===== config.mk =====
export PLATFORM = sky130hd
export DESIGN_NAME = scc_top
export DESIGN_NICKNAME = d
export VERILOG_FILES = /design/src/design/scc_pkg.sv /design/src/design/scc_timer.sv /design/src/design/scc_top.sv
export VERILOG_INCLUDE_DIRS = /design/src /design/src/design
export SDC_FILE = /design/constraint.sdc
export NUM_CORES = 1
export LEC_CHECK = 0
export ABC_AREA = 1
export BUFFER_PORTS_ARGS = -buffer_cell sky130_fd_sc_hd__buf_2
export CAP_MARGIN = 15
export CORE_MARGIN = 8
export CORE_UTILIZATION = 55
export DETAILED_ROUTE_END_ITERATION = 7
export MAX_ROUTING_LAYER = met4
export PLACE_DENSITY = 0.81
export SETUP_SLACK_MARGIN = 0.15
export SLEW_MARGIN = 10
export SYNTH_ARGS = -nofsm -noshare
export SYNTH_HDL_FRONTEND = slang
export SYNTH_SLANG_ARGS = --single-unit
export TNS_END_PERCENT = 20

===== constraint.sdc =====
create_clock -name ref_clk -period 4.5 [get_ports ref_clk]
set_input_delay 0.9 -clock ref_clk [delete_from_list [all_inputs] [get_ports ref_clk]]
set_output_delay 0.9 -clock ref_clk [all_outputs]
set_load 0.01 [all_outputs]

===== src/design/scc_defines.svh =====
`ifndef SCC_DEFINES_SVH
`define SCC_DEFINES_SVH
// ----------------------------------------
// bus address and command codes
// ----------------------------------------
`define SCC_SLAVE_ADDR 7'h09
`define SCC_CMD_OPT 8'h12
`define SCC_CMD_CUR 8'h14
`define SCC_CMD_VOLT 8'h15
`define SCC_CMD_INCUR 8'h3f
`define SCC_CMD_MAKER 8'hfe
`define SCC_CMD_PART 8'hff
// ----------------------------------------
// reset values and writable field masks
// ----------------------------------------
`define SCC_OPT_RST 16'h7904
`define SCC_CUR_RST 16'h0000
`define SCC_VOLT_RST 16'h0000
`define SCC_INCUR_RST 16'h1000
`define SCC_CUR_MASK 16'h1fc0
`define SCC_VOLT_MASK 16'h7ff0
`define SCC_INCUR_MASK 16'h1f80
`define SCC_CUR_MIN_CODE 7'h02
// ----------------------------------------
// field positions
// ----------------------------------------
`define SCC_OPT_DEGL 15
`define SCC_OPT_WD_HI 14
`define SCC_OPT_WD_LO 13
`define SCC_OPT_LEARN 6
`define SCC_OPT_INHIBIT 0
`define SCC_CUR_HI 12
`define SCC_CUR_LO 6
// ----------------------------------------
// timing
// ----------------------------------------
`define SCC_CLK_NS 4
`define SCC_TICK_NS 1000000
`define SCC_TICK_CYCLES (`SCC_TICK_NS / `SCC_CLK_NS)
`define SCC_DEGL_SHORT_MS 150
`define SCC_DEGL_LONG_MS 1300
`define SCC_WD1_S 44
`define SCC_WD2_S 88
`define SCC_WD3_S 175
`define SCC_DEGL_SHORT_TK (18'(`SCC_DEGL_SHORT_MS))
`define SCC_DEGL_LONG_TK (18'(`SCC_DEGL_LONG_MS))
`define SCC_WD1_TK (18'(`SCC_WD1_S * 1000))
`define SCC_WD2_TK (18'(`SCC_WD2_S * 1000))
`define SCC_WD3_TK (18'(`SCC_WD3_S * 1000))
`endif


===== src/design/scc_pkg.sv =====
package scc_pkg;
  // ----------------------------------------
  // bus engine states
  // ----------------------------------------
  typedef enum logic [2:0] {
    ST_IDLE = 3'h0,
    ST_RX = 3'h1,
    ST_ACK = 3'h2,
    ST_TX = 3'h3,
    ST_TXACK = 3'h4,
    ST_TXLD = 3'h5
  } scc_state_t;
  // ----------------------------------------
  // register contents seen by the converter
  // ----------------------------------------
  typedef struct packed {
    logic [15:0] charger_option_word;
    logic [15:0] charge_current_setting;
    logic [15:0] charge_voltage_setting;
    logic [15:0] input_current_setting;
  } scc_settings_t;
  // power path controls
  typedef struct packed {
    logic adapter_present_flag;
    logic adapter_switch;
    logic battery_switch;
    logic charge_enable;
  } scc_power_t;
endpackage


===== src/design/scc_timer.sv =====
`timescale 1ns/1ps
`include "scc_defines.svh"
// tick counting timer with sticky expiry
module scc_timer (
  input wire logic ref_clk,
  input wire logic rst_sync_b,
  input wire logic tick,
  input wire logic restart,
  input wire logic enable,
  input wire logic [17:0] limit,
  output logic expired
);
  import scc_pkg::*;
  logic [17:0] cnt_q, cnt_d; // elapsed ticks
  logic exp_q, exp_d; // limit reached
  // ----------------------------------------
  // next count
  // ----------------------------------------
  always_comb begin
    cnt_d = cnt_q;
    exp_d = exp_q;
    if (restart || !enable) begin
      cnt_d = 18'h0;
      exp_d = 1'b0;
    end else if (tick && !exp_q) begin
      // stop at the limit, so expiry holds until restarted
      cnt_d = cnt_q + 18'h1;
      if (cnt_q + 18'h1 >= limit) begin
        exp_d = 1'b1;
      end
    end
  end
  // registers
  always_ff @(posedge ref_clk or negedge rst_sync_b) begin
    if (!rst_sync_b) begin
      cnt_q <= 18'h0;
      exp_q <= 1'b0;
    end else begin
      cnt_q <= cnt_d;
      exp_q <= exp_d;
    end
  end
  assign expired = exp_q;
endmodule


===== src/design/scc_top.sv =====
`timescale 1ns/1ps
`include "scc_defines.svh"
// Overview of operation
// RL1: slave only, fixed address, never initiates
// RL2: only word read and word write
// RL3: respond only with supply and adapter valid
// RL4: detect start and stop conditions
// RL5: msb first bytes, sample on rise
// RL6: ninth clock carries acknowledge low
// RL7: write word sequence, ack every byte
// RL8: read word sequence, low then high
// RL9: option register 0x12, resets 0x7904
// RL10: charge current 0x14, resets zero
// RL11: charge voltage 0x15, resets zero
// RL12: input current 0x3f, resets 0x1000
// RL13: two fixed read-only identity words
// RL14: option bit 15 picks deglitch time
// RL15: first adapter connection uses short deglitch
// RL16: option bits 14:13 set watchdog period
// RL17: current or voltage write restarts watchdog
// RL18: watchdog expiry suspends charging
// RL19: current or voltage write resumes charging
// RL20: option bits 12:11 pick depletion threshold
// RL21: learn depletion swaps battery to adapter
// RL22: option bit 6 runs learn, self-clears
// RL23: out-of-range current clears, stops charging
// RL24: word commits after high byte ack
// RL25: identity words ignore writes
module scc_top #(
  parameter int TICK_CYCLES = `SCC_TICK_CYCLES,
  parameter logic [15:0] MAKER_ID = 16'h5a01, // arbitrary value
  parameter logic [15:0] PART_ID = 16'h00c3 // arbitrary value
) (
  input wire logic ref_clk,
  input wire logic rst_b,
  input wire logic scl_pin,
  input wire logic sda_pin_in,
  output logic sda_pin_out,
  output logic sda_pin_oe,
  input wire logic supply_valid,
  input wire logic adapter_detect_input,
  input wire logic battery_below_depletion,
  output scc_pkg::scc_settings_t settings,
  output scc_pkg::scc_power_t power
);
  import scc_pkg::*;
  // ----------------------------------------
  // reset release and pin synchronisers
  // ----------------------------------------
  logic [1:0] rst_q; // reset release chain
  logic rst_sync_b; // released reset
  logic [4:0] s1_q; // first stage, read only by s2
  logic [4:0] s2_q; // synchronised pins
  logic scl_p_q, sda_p_q; // previous samples for edges
  always_ff @(posedge ref_clk or negedge rst_b) begin
    if (!rst_b) begin
      rst_q <= 2'h0;
    end else begin
      rst_q <= {rst_q[0], 1'b1};
    end
  end
  assign rst_sync_b = rst_q[1];
  // pins are asynchronous to ref_clk, two flops each
  always_ff @(posedge ref_clk or negedge rst_sync_b) begin
    if (!rst_sync_b) begin
      s1_q <= 5'h18;
      s2_q <= 5'h18;
      scl_p_q <= 1'b1;
      sda_p_q <= 1'b1;
    end else begin
      s1_q <= {scl_pin, sda_pin_in, supply_valid, adapter_detect_input,
               battery_below_depletion};
      s2_q <= s1_q;
      scl_p_q <= s2_q[4];
      sda_p_q <= s2_q[3];
    end
  end
  logic scl_s, sda_s, det_s, below_s, bus_en;
  assign scl_s = s2_q[4];
  assign sda_s = s2_q[3];
  assign det_s = s2_q[1];
  assign below_s = s2_q[0];
  assign bus_en = s2_q[2] & s2_q[1]; // see RL3
  logic scl_rise, scl_fall, start_ev, stop_ev;
  assign scl_rise = scl_s & ~scl_p_q;
  assign scl_fall = ~scl_s & scl_p_q;
  // sda moving while scl stays high marks the frame edges
  assign start_ev = scl_s & scl_p_q & sda_p_q & ~sda_s; // see RL4
  assign stop_ev = scl_s & scl_p_q & ~sda_p_q & sda_s; // see RL4
  // ----------------------------------------
  // register read decode
  // ----------------------------------------
  logic [15:0] opt_q, opt_d, cur_q, cur_d, volt_q, volt_d, inc_q, inc_d;
  function automatic logic [15:0] rd_word(input logic [7:0] c, input logic [15:0] o,
                                          input logic [15:0] ci, input logic [15:0] v,
                                          input logic [15:0] ic);
    case (c)
      `SCC_CMD_OPT: rd_word = o;
      `SCC_CMD_CUR: rd_word = ci;
      `SCC_CMD_VOLT: rd_word = v;
      `SCC_CMD_INCUR: rd_word = ic;
      `SCC_CMD_MAKER: rd_word = MAKER_ID; // see RL13
      `SCC_CMD_PART: rd_word = PART_ID; // see RL13
      default: rd_word = 16'h0000;
    endcase
  endfunction
  // ----------------------------------------
  // bus engine
  // ----------------------------------------
  scc_state_t st_q, st_d;
  logic [3:0] bit_q, bit_d; // bits moved in this byte
  logic [2:0] byte_q, byte_d; // 0 addr, 1 cmd, 2 low, 3 high
  logic [7:0] shift_q, shift_d; // byte shifter
  logic [7:0] cmd_q, cmd_d; // command byte
  logic [7:0] lo_q, lo_d; // low data byte held until commit
  logic rw_q, rw_d; // read direction of this address
  logic txb_q, txb_d; // high byte being sent
  logic oe_q, oe_d; // pulling sda low
  logic wr_fire; // whole word received and acknowledged
  logic [15:0] wr_data;
  logic [15:0] rd_now; // word the current command selects
  assign rd_now = rd_word(cmd_q, opt_q, cur_q, volt_q, inc_q);
  // next state of the serial engine
  always_comb begin
    st_d = st_q;
    bit_d = bit_q;
    byte_d = byte_q;
    shift_d = shift_q;
    cmd_d = cmd_q;
    lo_d = lo_q;
    rw_d = rw_q;
    txb_d = txb_q;
    oe_d = oe_q;
    if (!bus_en || stop_ev) begin
      // never drive when idle or disabled, we only answer
      st_d = ST_IDLE; // see RL1
      oe_d = 1'b0;
    end else if (start_ev) begin
      // repeated start also lands here
      st_d = ST_RX; // see RL4
      bit_d = 4'h0;
      byte_d = 3'h0;
      oe_d = 1'b0;
    end else begin
      case (st_q)
        ST_RX: begin
          if (scl_rise) begin
            shift_d = {shift_q[6:0], sda_s}; // see RL5
            bit_d = bit_q + 4'h1;
          end else if (scl_fall && bit_q == 4'h8) begin
            st_d = ST_ACK;
            oe_d = 1'b1; // see RL6
            case (byte_q)
              3'h0: begin
                rw_d = shift_q[0];
                if (shift_q[7:1] != `SCC_SLAVE_ADDR) begin
                  // other address: stay silent
                  st_d = ST_IDLE; // see RL1
                  oe_d = 1'b0;
                end
              end
              3'h1: cmd_d = shift_q;
              3'h2: lo_d = shift_q;
              3'h3: ; // high byte stays in the shifter for commit
              default: begin
                // a fifth byte is no word protocol: refuse it
                st_d = ST_IDLE; // see RL2
                oe_d = 1'b0;
              end
            endcase
          end
        end
        ST_ACK: begin
          if (scl_fall) begin
            bit_d = 4'h0;
            byte_d = byte_q + 3'h1;
            if (byte_q == 3'h0 && rw_q) begin
              st_d = ST_TX; // see RL8
              txb_d = 1'b0;
              shift_d = rd_now[7:0];
              oe_d = ~rd_now[7];
            end else begin
              st_d = ST_RX; // see RL7
              oe_d = 1'b0;
            end
          end
        end
        ST_TX: begin
          if (scl_rise) begin
            bit_d = bit_q + 4'h1;
          end else if (scl_fall) begin
            if (bit_q == 4'h8) begin
              st_d = ST_TXACK;
              oe_d = 1'b0;
            end else begin
              // change sda only while scl is low
              shift_d = {shift_q[6:0], 1'b0}; // see RL5
              oe_d = ~shift_q[6];
            end
          end
        end
        ST_TXACK: begin
          if (scl_rise) begin
            // host acks the low byte, naks the high byte
            st_d = (!sda_s && !txb_q) ? ST_TXLD : ST_IDLE; // see RL8
          end
        end
        ST_TXLD: begin
          if (scl_fall) begin
            st_d = ST_TX;
            bit_d = 4'h0;
            txb_d = 1'b1;
            shift_d = rd_now[15:8];
            oe_d = ~rd_now[15];
          end
        end
        default: begin
          st_d = ST_IDLE;
          oe_d = 1'b0;
        end
      endcase
    end
  end
  // registers of the serial engine
  always_ff @(posedge ref_clk or negedge rst_sync_b) begin
    if (!rst_sync_b) begin
      st_q <= ST_IDLE;
      bit_q <= 4'h0;
      byte_q <= 3'h0;
      shift_q <= 8'h00;
      cmd_q <= 8'h00;
      lo_q <= 8'h00;
      rw_q <= 1'b0;
      txb_q <= 1'b0;
      oe_q <= 1'b0;
    end else begin
      st_q <= st_d;
      bit_q <= bit_d;
      byte_q <= byte_d;
      shift_q <= shift_d;
      cmd_q <= cmd_d;
      lo_q <= lo_d;
      rw_q <= rw_d;
      txb_q <= txb_d;
      oe_q <= oe_d;
    end
  end
  assign sda_pin_out = 1'b0; // open drain: only ever pulls low
  assign sda_pin_oe = oe_q;
  // commit only at the end of the high byte's ack clock
  assign wr_fire = (st_q == ST_ACK) && scl_fall && (byte_q == 3'h3) && !rw_q
                   && bus_en && !stop_ev && !start_ev; // see RL24
  assign wr_data = {shift_q, lo_q};
  function automatic logic hit(input logic f, input logic [7:0] c, input logic [7:0] k);
    hit = f && (c == k);
  endfunction
  // ----------------------------------------
  // time base and timers
  // ----------------------------------------
  logic [17:0] tick_q, tick_d; // one millisecond divider
  logic tick;
  logic wd_restart, wd_exp, degl_exp;
  logic [17:0] wd_limit, degl_limit;
  logic cycled_q, cycled_d; // adapter switch has been on then off
  assign tick = (tick_q == 18'(TICK_CYCLES - 1));
  assign wd_restart = hit(wr_fire, cmd_q, `SCC_CMD_CUR) |
                      hit(wr_fire, cmd_q, `SCC_CMD_VOLT); // see RL17
  // period select, 00 turns the watchdog off
  always_comb begin
    case (opt_q[`SCC_OPT_WD_HI:`SCC_OPT_WD_LO])
      2'h1: wd_limit = `SCC_WD1_TK; // see RL16
      2'h2: wd_limit = `SCC_WD2_TK;
      default: wd_limit = `SCC_WD3_TK;
    endcase
  end
  // the long deglitch waits until the switch has cycled once
  assign degl_limit = (opt_q[`SCC_OPT_DEGL] && cycled_q) ?
                      `SCC_DEGL_LONG_TK : `SCC_DEGL_SHORT_TK; // see RL14 see RL15
  scc_timer u_wd (
    .ref_clk(ref_clk),
    .rst_sync_b(rst_sync_b),
    .tick(tick),
    .restart(wd_restart),
    .enable(opt_q[`SCC_OPT_WD_HI:`SCC_OPT_WD_LO] != 2'h0),
    .limit(wd_limit),
    .expired(wd_exp)
  );
  // rising edge deglitch; a dropped adapter restarts the count
  scc_timer u_degl (
    .ref_clk(ref_clk),
    .rst_sync_b(rst_sync_b),
    .tick(tick),
    .restart(~det_s),
    .enable(1'b1),
    .limit(degl_limit),
    .expired(degl_exp)
  );
  // ----------------------------------------
  // command registers and power path
  // ----------------------------------------
  logic adapter_present_flag_q, adapter_present_flag_d, acsw_q, acsw_d, chg_q, chg_d;
  logic cur_ok; // written current inside 128 mA .. 8.128 A
  assign cur_ok = (wr_data[15:`SCC_CUR_HI + 1] == 3'h0) &&
                  (wr_data[`SCC_CUR_HI:`SCC_CUR_LO] >= `SCC_CUR_MIN_CODE);
  // next register values
  always_comb begin
    opt_d = opt_q;
    cur_d = cur_q;
    volt_d = volt_q;
    inc_d = inc_q;
    tick_d = tick ? 18'h0 : tick_q + 18'h1;
    // learn ends by itself once the battery is depleted
    if (opt_q[`SCC_OPT_LEARN] && below_s) begin
      opt_d[`SCC_OPT_LEARN] = 1'b0; // see RL21 see RL22
    end
    if (hit(wr_fire, cmd_q, `SCC_CMD_OPT)) begin
      opt_d = wr_data; // see RL9 see RL20 see RL22
    end
    if (hit(wr_fire, cmd_q, `SCC_CMD_CUR)) begin
      cur_d = cur_ok ? (wr_data & `SCC_CUR_MASK) : 16'h0000; // see RL10 see RL23
    end
    if (hit(wr_fire, cmd_q, `SCC_CMD_VOLT)) begin
      volt_d = wr_data & `SCC_VOLT_MASK; // see RL11
    end
    if (hit(wr_fire, cmd_q, `SCC_CMD_INCUR)) begin
      inc_d = wr_data & `SCC_INCUR_MASK; // see RL12
    end
    // identity commands have no storage, writes fall away: see RL25
    adapter_present_flag_d = degl_exp & det_s;
    // learn hands the system to the battery
    acsw_d = adapter_present_flag_q & ~opt_q[`SCC_OPT_LEARN]; // see RL21
    cycled_d = cycled_q | (acsw_q & ~acsw_d); // see RL15
    // a restart this cycle overrides an old expiry
    chg_d = (cur_d != 16'h0000) && !opt_d[`SCC_OPT_INHIBIT] &&
            (!wd_exp || wd_restart); // see RL18 see RL19 see RL23
  end
  // register update
  always_ff @(posedge ref_clk or negedge rst_sync_b) begin
    if (!rst_sync_b) begin
      opt_q <= `SCC_OPT_RST;
      cur_q <= `SCC_CUR_RST;
      volt_q <= `SCC_VOLT_RST;
      inc_q <= `SCC_INCUR_RST;
      tick_q <= 18'h0;
      adapter_present_flag_q <= 1'b0;
      acsw_q <= 1'b0;
      cycled_q <= 1'b0;
      chg_q <= 1'b0;
    end else begin
      opt_q <= opt_d;
      cur_q <= cur_d;
      volt_q <= volt_d;
      inc_q <= inc_d;
      tick_q <= tick_d;
      adapter_present_flag_q <= adapter_present_flag_d;
      acsw_q <= acsw_d;
      cycled_q <= cycled_d;
      chg_q <= chg_d;
    end
  end
  assign settings = '{opt_q, cur_q, volt_q, inc_q};
  assign power = '{adapter_present_flag_q, acsw_q, ~acsw_q, chg_q};
endmodule


**After elaboration in Yosys (flattened, before gate mapping)**

Cells that the tools add are included.

- Bits of input ports: 7
- Flip-flop bits (word level): 160
- Logic and storage cells: 226
- Output and inout port bits: 70

- Equal/unequal tests: 39
- Bitwise operators: 26
- Mux-type cells: 65
- Reduce and logical (&&, ||, !) cells: 59
- Order comparisons: 3
- Add/subtract/negate cells: 5

Operators with widths:

| operator | number |
|---|---|
| $pmux 16 s6 | 1 |
| $mux 18 | 5 |
| $mux 8 | 7 |
| $add 18x1->18 const B | 3 |
| $mux 3 | 14 |
| $pmux 18 s2 | 1 |
| $ne 4x4->1 const B | 8 |
| $pmux 8 s4 | 1 |
| $eq 8x5->1 const B | 3 |
| $reduce_and 6->1 | 4 |
| $mux 1 | 21 |
| $logic_and 1x1->1 | 20 |
| $eq 18x18->1 const B | 1 |
| $ge 18x11->1 | 1 |
| $ge 18x18->1 | 1 |
| $eq 8x8->1 const B | 2 |
| $mux 16 | 1 |
| $reduce_bool 16->1 | 1 |
| $pmux 3 s5 | 1 |
| $ne 2x2->1 const B | 7 |
| $reduce_bool 2->1 | 7 |
| $mux 13 | 1 |
| $not 1->1 | 13 |
| $eq 3x2->1 const B | 4 |
| other kinds (36) | 69 |

**Logic depth before layout (Yosys ltp)**

- Word-level depth: 13
- Depth in mapped cells: 19
- Depth with buffers taken out: 19

**Modules after synthesis**

From an unflattened synthesis, not the netlist that was laid out.

- Cells, all modules: 1,261
- Area total of the unflattened synthesis: 9,699.3 µm²

Modules (own cells, without submodules):

| module | cells each | area an instance (µm²) | seq. area each (µm²) | instances |
|---|---|---|---|---|
| scc_top | 767 | 6,223.5 | 3,069.2 | 1 |
| scc_timer | 247 | 1,737.9 | 475.5 | 2 |

**Worst setup path before layout**

No wires, ideal clock.

- Kind: register -> register
- Start: reg u_wd.cnt_q[0]
- End: reg u_wd.exp_q (netlist: u_wd.expired)
- Required time: 4,422 ps
- Library setup time: 78 ps
- Path slack: 1,907 ps
- Period minus slack after synthesis: 2,593 ps
- Arrival: 2,515 ps
- Stages on the path, launching flop included: 20
- Path buffers: 0
- Cell sequence: dfrtp_1 > ha_1 > nand2_1 > nor2_1 > nand4_1 > nor2_1 > nand3_1 > nor2_1 > xor2_1 > inv_1 > ha_1 > nand2_1 > nor2_1 > nand3_1 > nand3b_1 > nand2_1 > nand3_1 > nand2_1 > nand2_1 > a21oi_1

- Word-level cells in the longest chain between the ends: 4

Ends and longest elaborated chain:

| what | RTL line | source |
|---|---|---|
| from (decl) | scc_timer.sv:14 | `logic [17:0] cnt_q, cnt_d;` |
| from (signal assigned) | scc_timer.sv:39 | `cnt_q <= cnt_d;` |
| $add 18x1->18 | scc_timer.sv:28 | `if (cnt_q + 18'h1 >= limit) begin` |
| $ge 18x18->1 | scc_timer.sv:28 |  |
| $reduce_bool 2->1 (no line) | - |  |
| $reduce_and 2->1 (no line) | - |  |
| to (signal assigned) | scc_timer.sv:40 | `exp_q <= exp_d;` |
| to (decl) | scc_timer.sv:15 | `logic exp_q, exp_d;` |

No other way between the ends.
A chain may end at the register's enable or synchronous reset.

**Final worst setup path**

Same ends and word-level chain as after synthesis.

==> impl_results.md <==
- Max-Cap Viols: 0
- Critical path buffer and inverter count: 1
- DP Area: 9320 um^2
- Leading area contributor after synthesis: dfrtp_1
- Max Root-Sink Buffers: 2
- Cells after Synth: 1165
- Gr usage total: 0.233
- TritonCTS clock tree: done
- # fillers: 1426
- GRT overflow: 0
- Slowest stage delay, CP: 0.45 ns
- Commonest non-fill, non-tap cells in the layout: nand2_1, inv_1, dfrtp_1
- Initial DRC count: 845
- # DRC: 0
- Final wirelength: 22500 um
- Number of antenna violations at the first check in global routing: 0
- Port bufs: 60
- Fin nets: 1262
- Final Setup Violations: 0
- Hold buffer count at cts: 0
- Worst setup margin: 1.55 ns
- Post-Syn Area: 8920 um^2
- Top cell type's share of synthesized area: 0.412
- DPL Wire Length: 16300 um
- Worst Clk Skew: 0.0104 ns
- Worst-path cell chain: ha_1 -> nand2_1 -> nor2_1 -> nand4_1 -> nor2_1 -> nand3_1 -> nor2_1 -> xor2_1 -> inv_1 -> ha_1 -> nand2_1 -> nor2_1 -> nand3_1 -> nand3b_1 -> nand2_1 -> nand3_1 -> nand2_1 -> nand2_1 -> a21oi_1
- WHS: 0.236 ns
- GP Congestion: 0.953
- Crit start category: flip-flop
- Crit-path most repeated cell: nand2_1
- Clk Latency, worst-skew pair: 0.44 ns
- Clock root buffer: clkbuf_16
- Post-DRT Antenna Nets: 0
- Top delay family on crit path: simple AND/OR/NAND/NOR gates
- Crit Path Max Fanout: 7
- Layout cells sized above 1: 0.118
- Worst-path clk slew: 0.07 ns
- Synth Flop Type: dfrtp_1
- Final setup TNS: 0 ns
- Die area: 20600 um^2
- Vias in the first global route: 7484
- Die H: 143 um
- Register area share after synthesis: 0.450
- Clock sinks: 160
- Utilization after layout: 0.624
- Netlist cell types: 47
- Synth-to-layout area growth: 11.1%
- CP arrival: 3.30 ns
- VDD IR max: 0.000281 V
- WS Path Type: flip-flop to flip-flop
- Worst setup EP type: flip-flop
- Post-DR wirelength/cell: 15.5 um
- Pins Over Slew Limit: 0
- Fmax: 339 MHz
- Syn_area_per_cell: 7.66 um^2
- Async set-reset flop share out of synthesis: 1.00
- Ant diodes: 0
- Cell Count, Final, Fillers Out: 1454
- Slew @ Worst Pin: 1.02 ns
- Row count: 46
- Post-synth EDFFs: 0
- Hold Vio Cnt, Final: 0
- Pin count of the biggest net entering global routing: 81
- Post-CTS Setup Bufs: 0
- Commonest non-fill, non-tap cell in the layout: nand2_1
- Synthesis-stage register bit count: 160
- Leakage power: 5.01 nW
- RSZ-0062 raised after global routing: no
- First-pass GRT wire length: 36900 um
- Pre-CTS setup slack: 1.58 ns
- HP Class: input pin to async pin
- Via Count: 7915
- Status: complete, no violations
- Synth area leaders: dfrtp_1, nand2_1, inv_1
- Period utilization: 0.655
- Slew Limit Headroom: 0.320
- Starting Density: 0.562
- TritonCTS buffer count: 17
- Io pins: 77
- Warnings, synthesis: 0
- Finished Cell Area: 9920 um^2
- Post_cts resized: 0
- Placed Cells incl. Taps: 1422
- Min Tclk post-route: 2.95 ns
- Htree depth: 4
- Cell Pwr Density: 311 nW/um^2
- Die X: 143 um
- Worst Path Required: 4.85 ns
- Routed vias/inst: 5.44
- Total power draw: 3.08 mW
- CORE AREA: 15900 um^2
- CP max-delay cell: dfrtp_1
- First-pass DRT Iterations: 5
==> registers in the layout, summed over array words and instances, names as in the netlist, 2 cells and up <==
| name | flops |
|---|---|
| s2_q | 5 |
| bit_q | 4 |
| u_degl.cnt_q | 18 |
| shift_q | 8 |
| opt_q | 16 |
| cmd_q | 8 |
| volt_q | 11 |
| cur_q | 16 |
| lo_q | 8 |
| u_wd.cnt_q | 18 |
| rst_q | 2 |
| s1_q | 5 |
| byte_q | 3 |
| tick_q | 18 |
| st_q | 3 |
| inc_q | 6 |
==> power breakdown <==
part / internal [mW] / switching (mW)
combinational: 0.0268 / 0.0929
clock: 0.844 / 0.624
sequential: 1.46 / 0.0342
total: 2.33 / 0.751
==> cell type report <==
cell class,instances,area (um^2),share of cell area
well taps,216,270,0.0272
clock buffers,19,443,0.0447
flip-flops and latches,160,4020,0.406
inverters,169,634,0.0640
multi-input cells,814,4070,0.411
repair buffers,63,323,0.0325
clock inverters,13,151,0.0153
==> metal layers <==
layer | track usage | part of all wire
met5 | - | 0
met1 | 0.304 | 0.44
met2 | 0.353 | 0.46
met4 | 0.0686 | 0.021
met3 | 0.0620 | 0.084
==> synth_stat cells, drive strengths merged (2+ instances only) <==
cell type / count
dfstp: 13
buf: 31
conb: 2
o21ai: 110
o22ai: 7
nand4: 15
o31ai: 3
o21bai: 2
nand3b: 2
ha: 30
nand2: 315
nor3b: 3
xnor2: 5
inv: 168
dfrtp: 147
nor2: 126
a21oi: 36
xor2: 20
a31oi: 3
nand3: 84
clkbuf: 6
nor3: 18
o211ai: 4
nor4: 6
or2: 2
==> cell families (layout without fill, tap and decap cells) <==
| logic type | count (synthesis) | count (layout) | share of synthesized area |
|---|---|---|---|
| buffers and inverters | 206 | 264 | 0.0995 |
| AND/OR/NAND/NOR | 572 | 572 | 0.280 |
| XOR/XNOR | 25 | 25 | 0.0245 |
| AO/OA/AOI/OAI | 169 | 169 | 0.101 |
| flip-flops | 160 | 160 | 0.450 |
| other | 2 | 17 | 0.000841 |
| adder cells (fa/ha/maj) | 30 | 30 | 0.0421 |
| multiplexers | 1 | 1 | 0.00112 |
==> final timing paths <==
path                               startpoint            to  slack, ns  cells after the start
worst max-delay path            u_wd.cnt_q[0]  u_wd.expired       1.55                     19
worst min-delay path                    rst_b      rst_q[1]       0.24                      1
worst max register to register  u_wd.cnt_q[0]  u_wd.expired       1.55                     19
worst min register to register        s1_q[0]       s2_q[0]       0.35                      0
max in group asynchronous            rst_q[1]         txb_q       2.80                      1
min in group ref_clk                  s1_q[0]       s2_q[0]       0.35                      0
No activity file was read; power rests on OpenSTA's default activity.
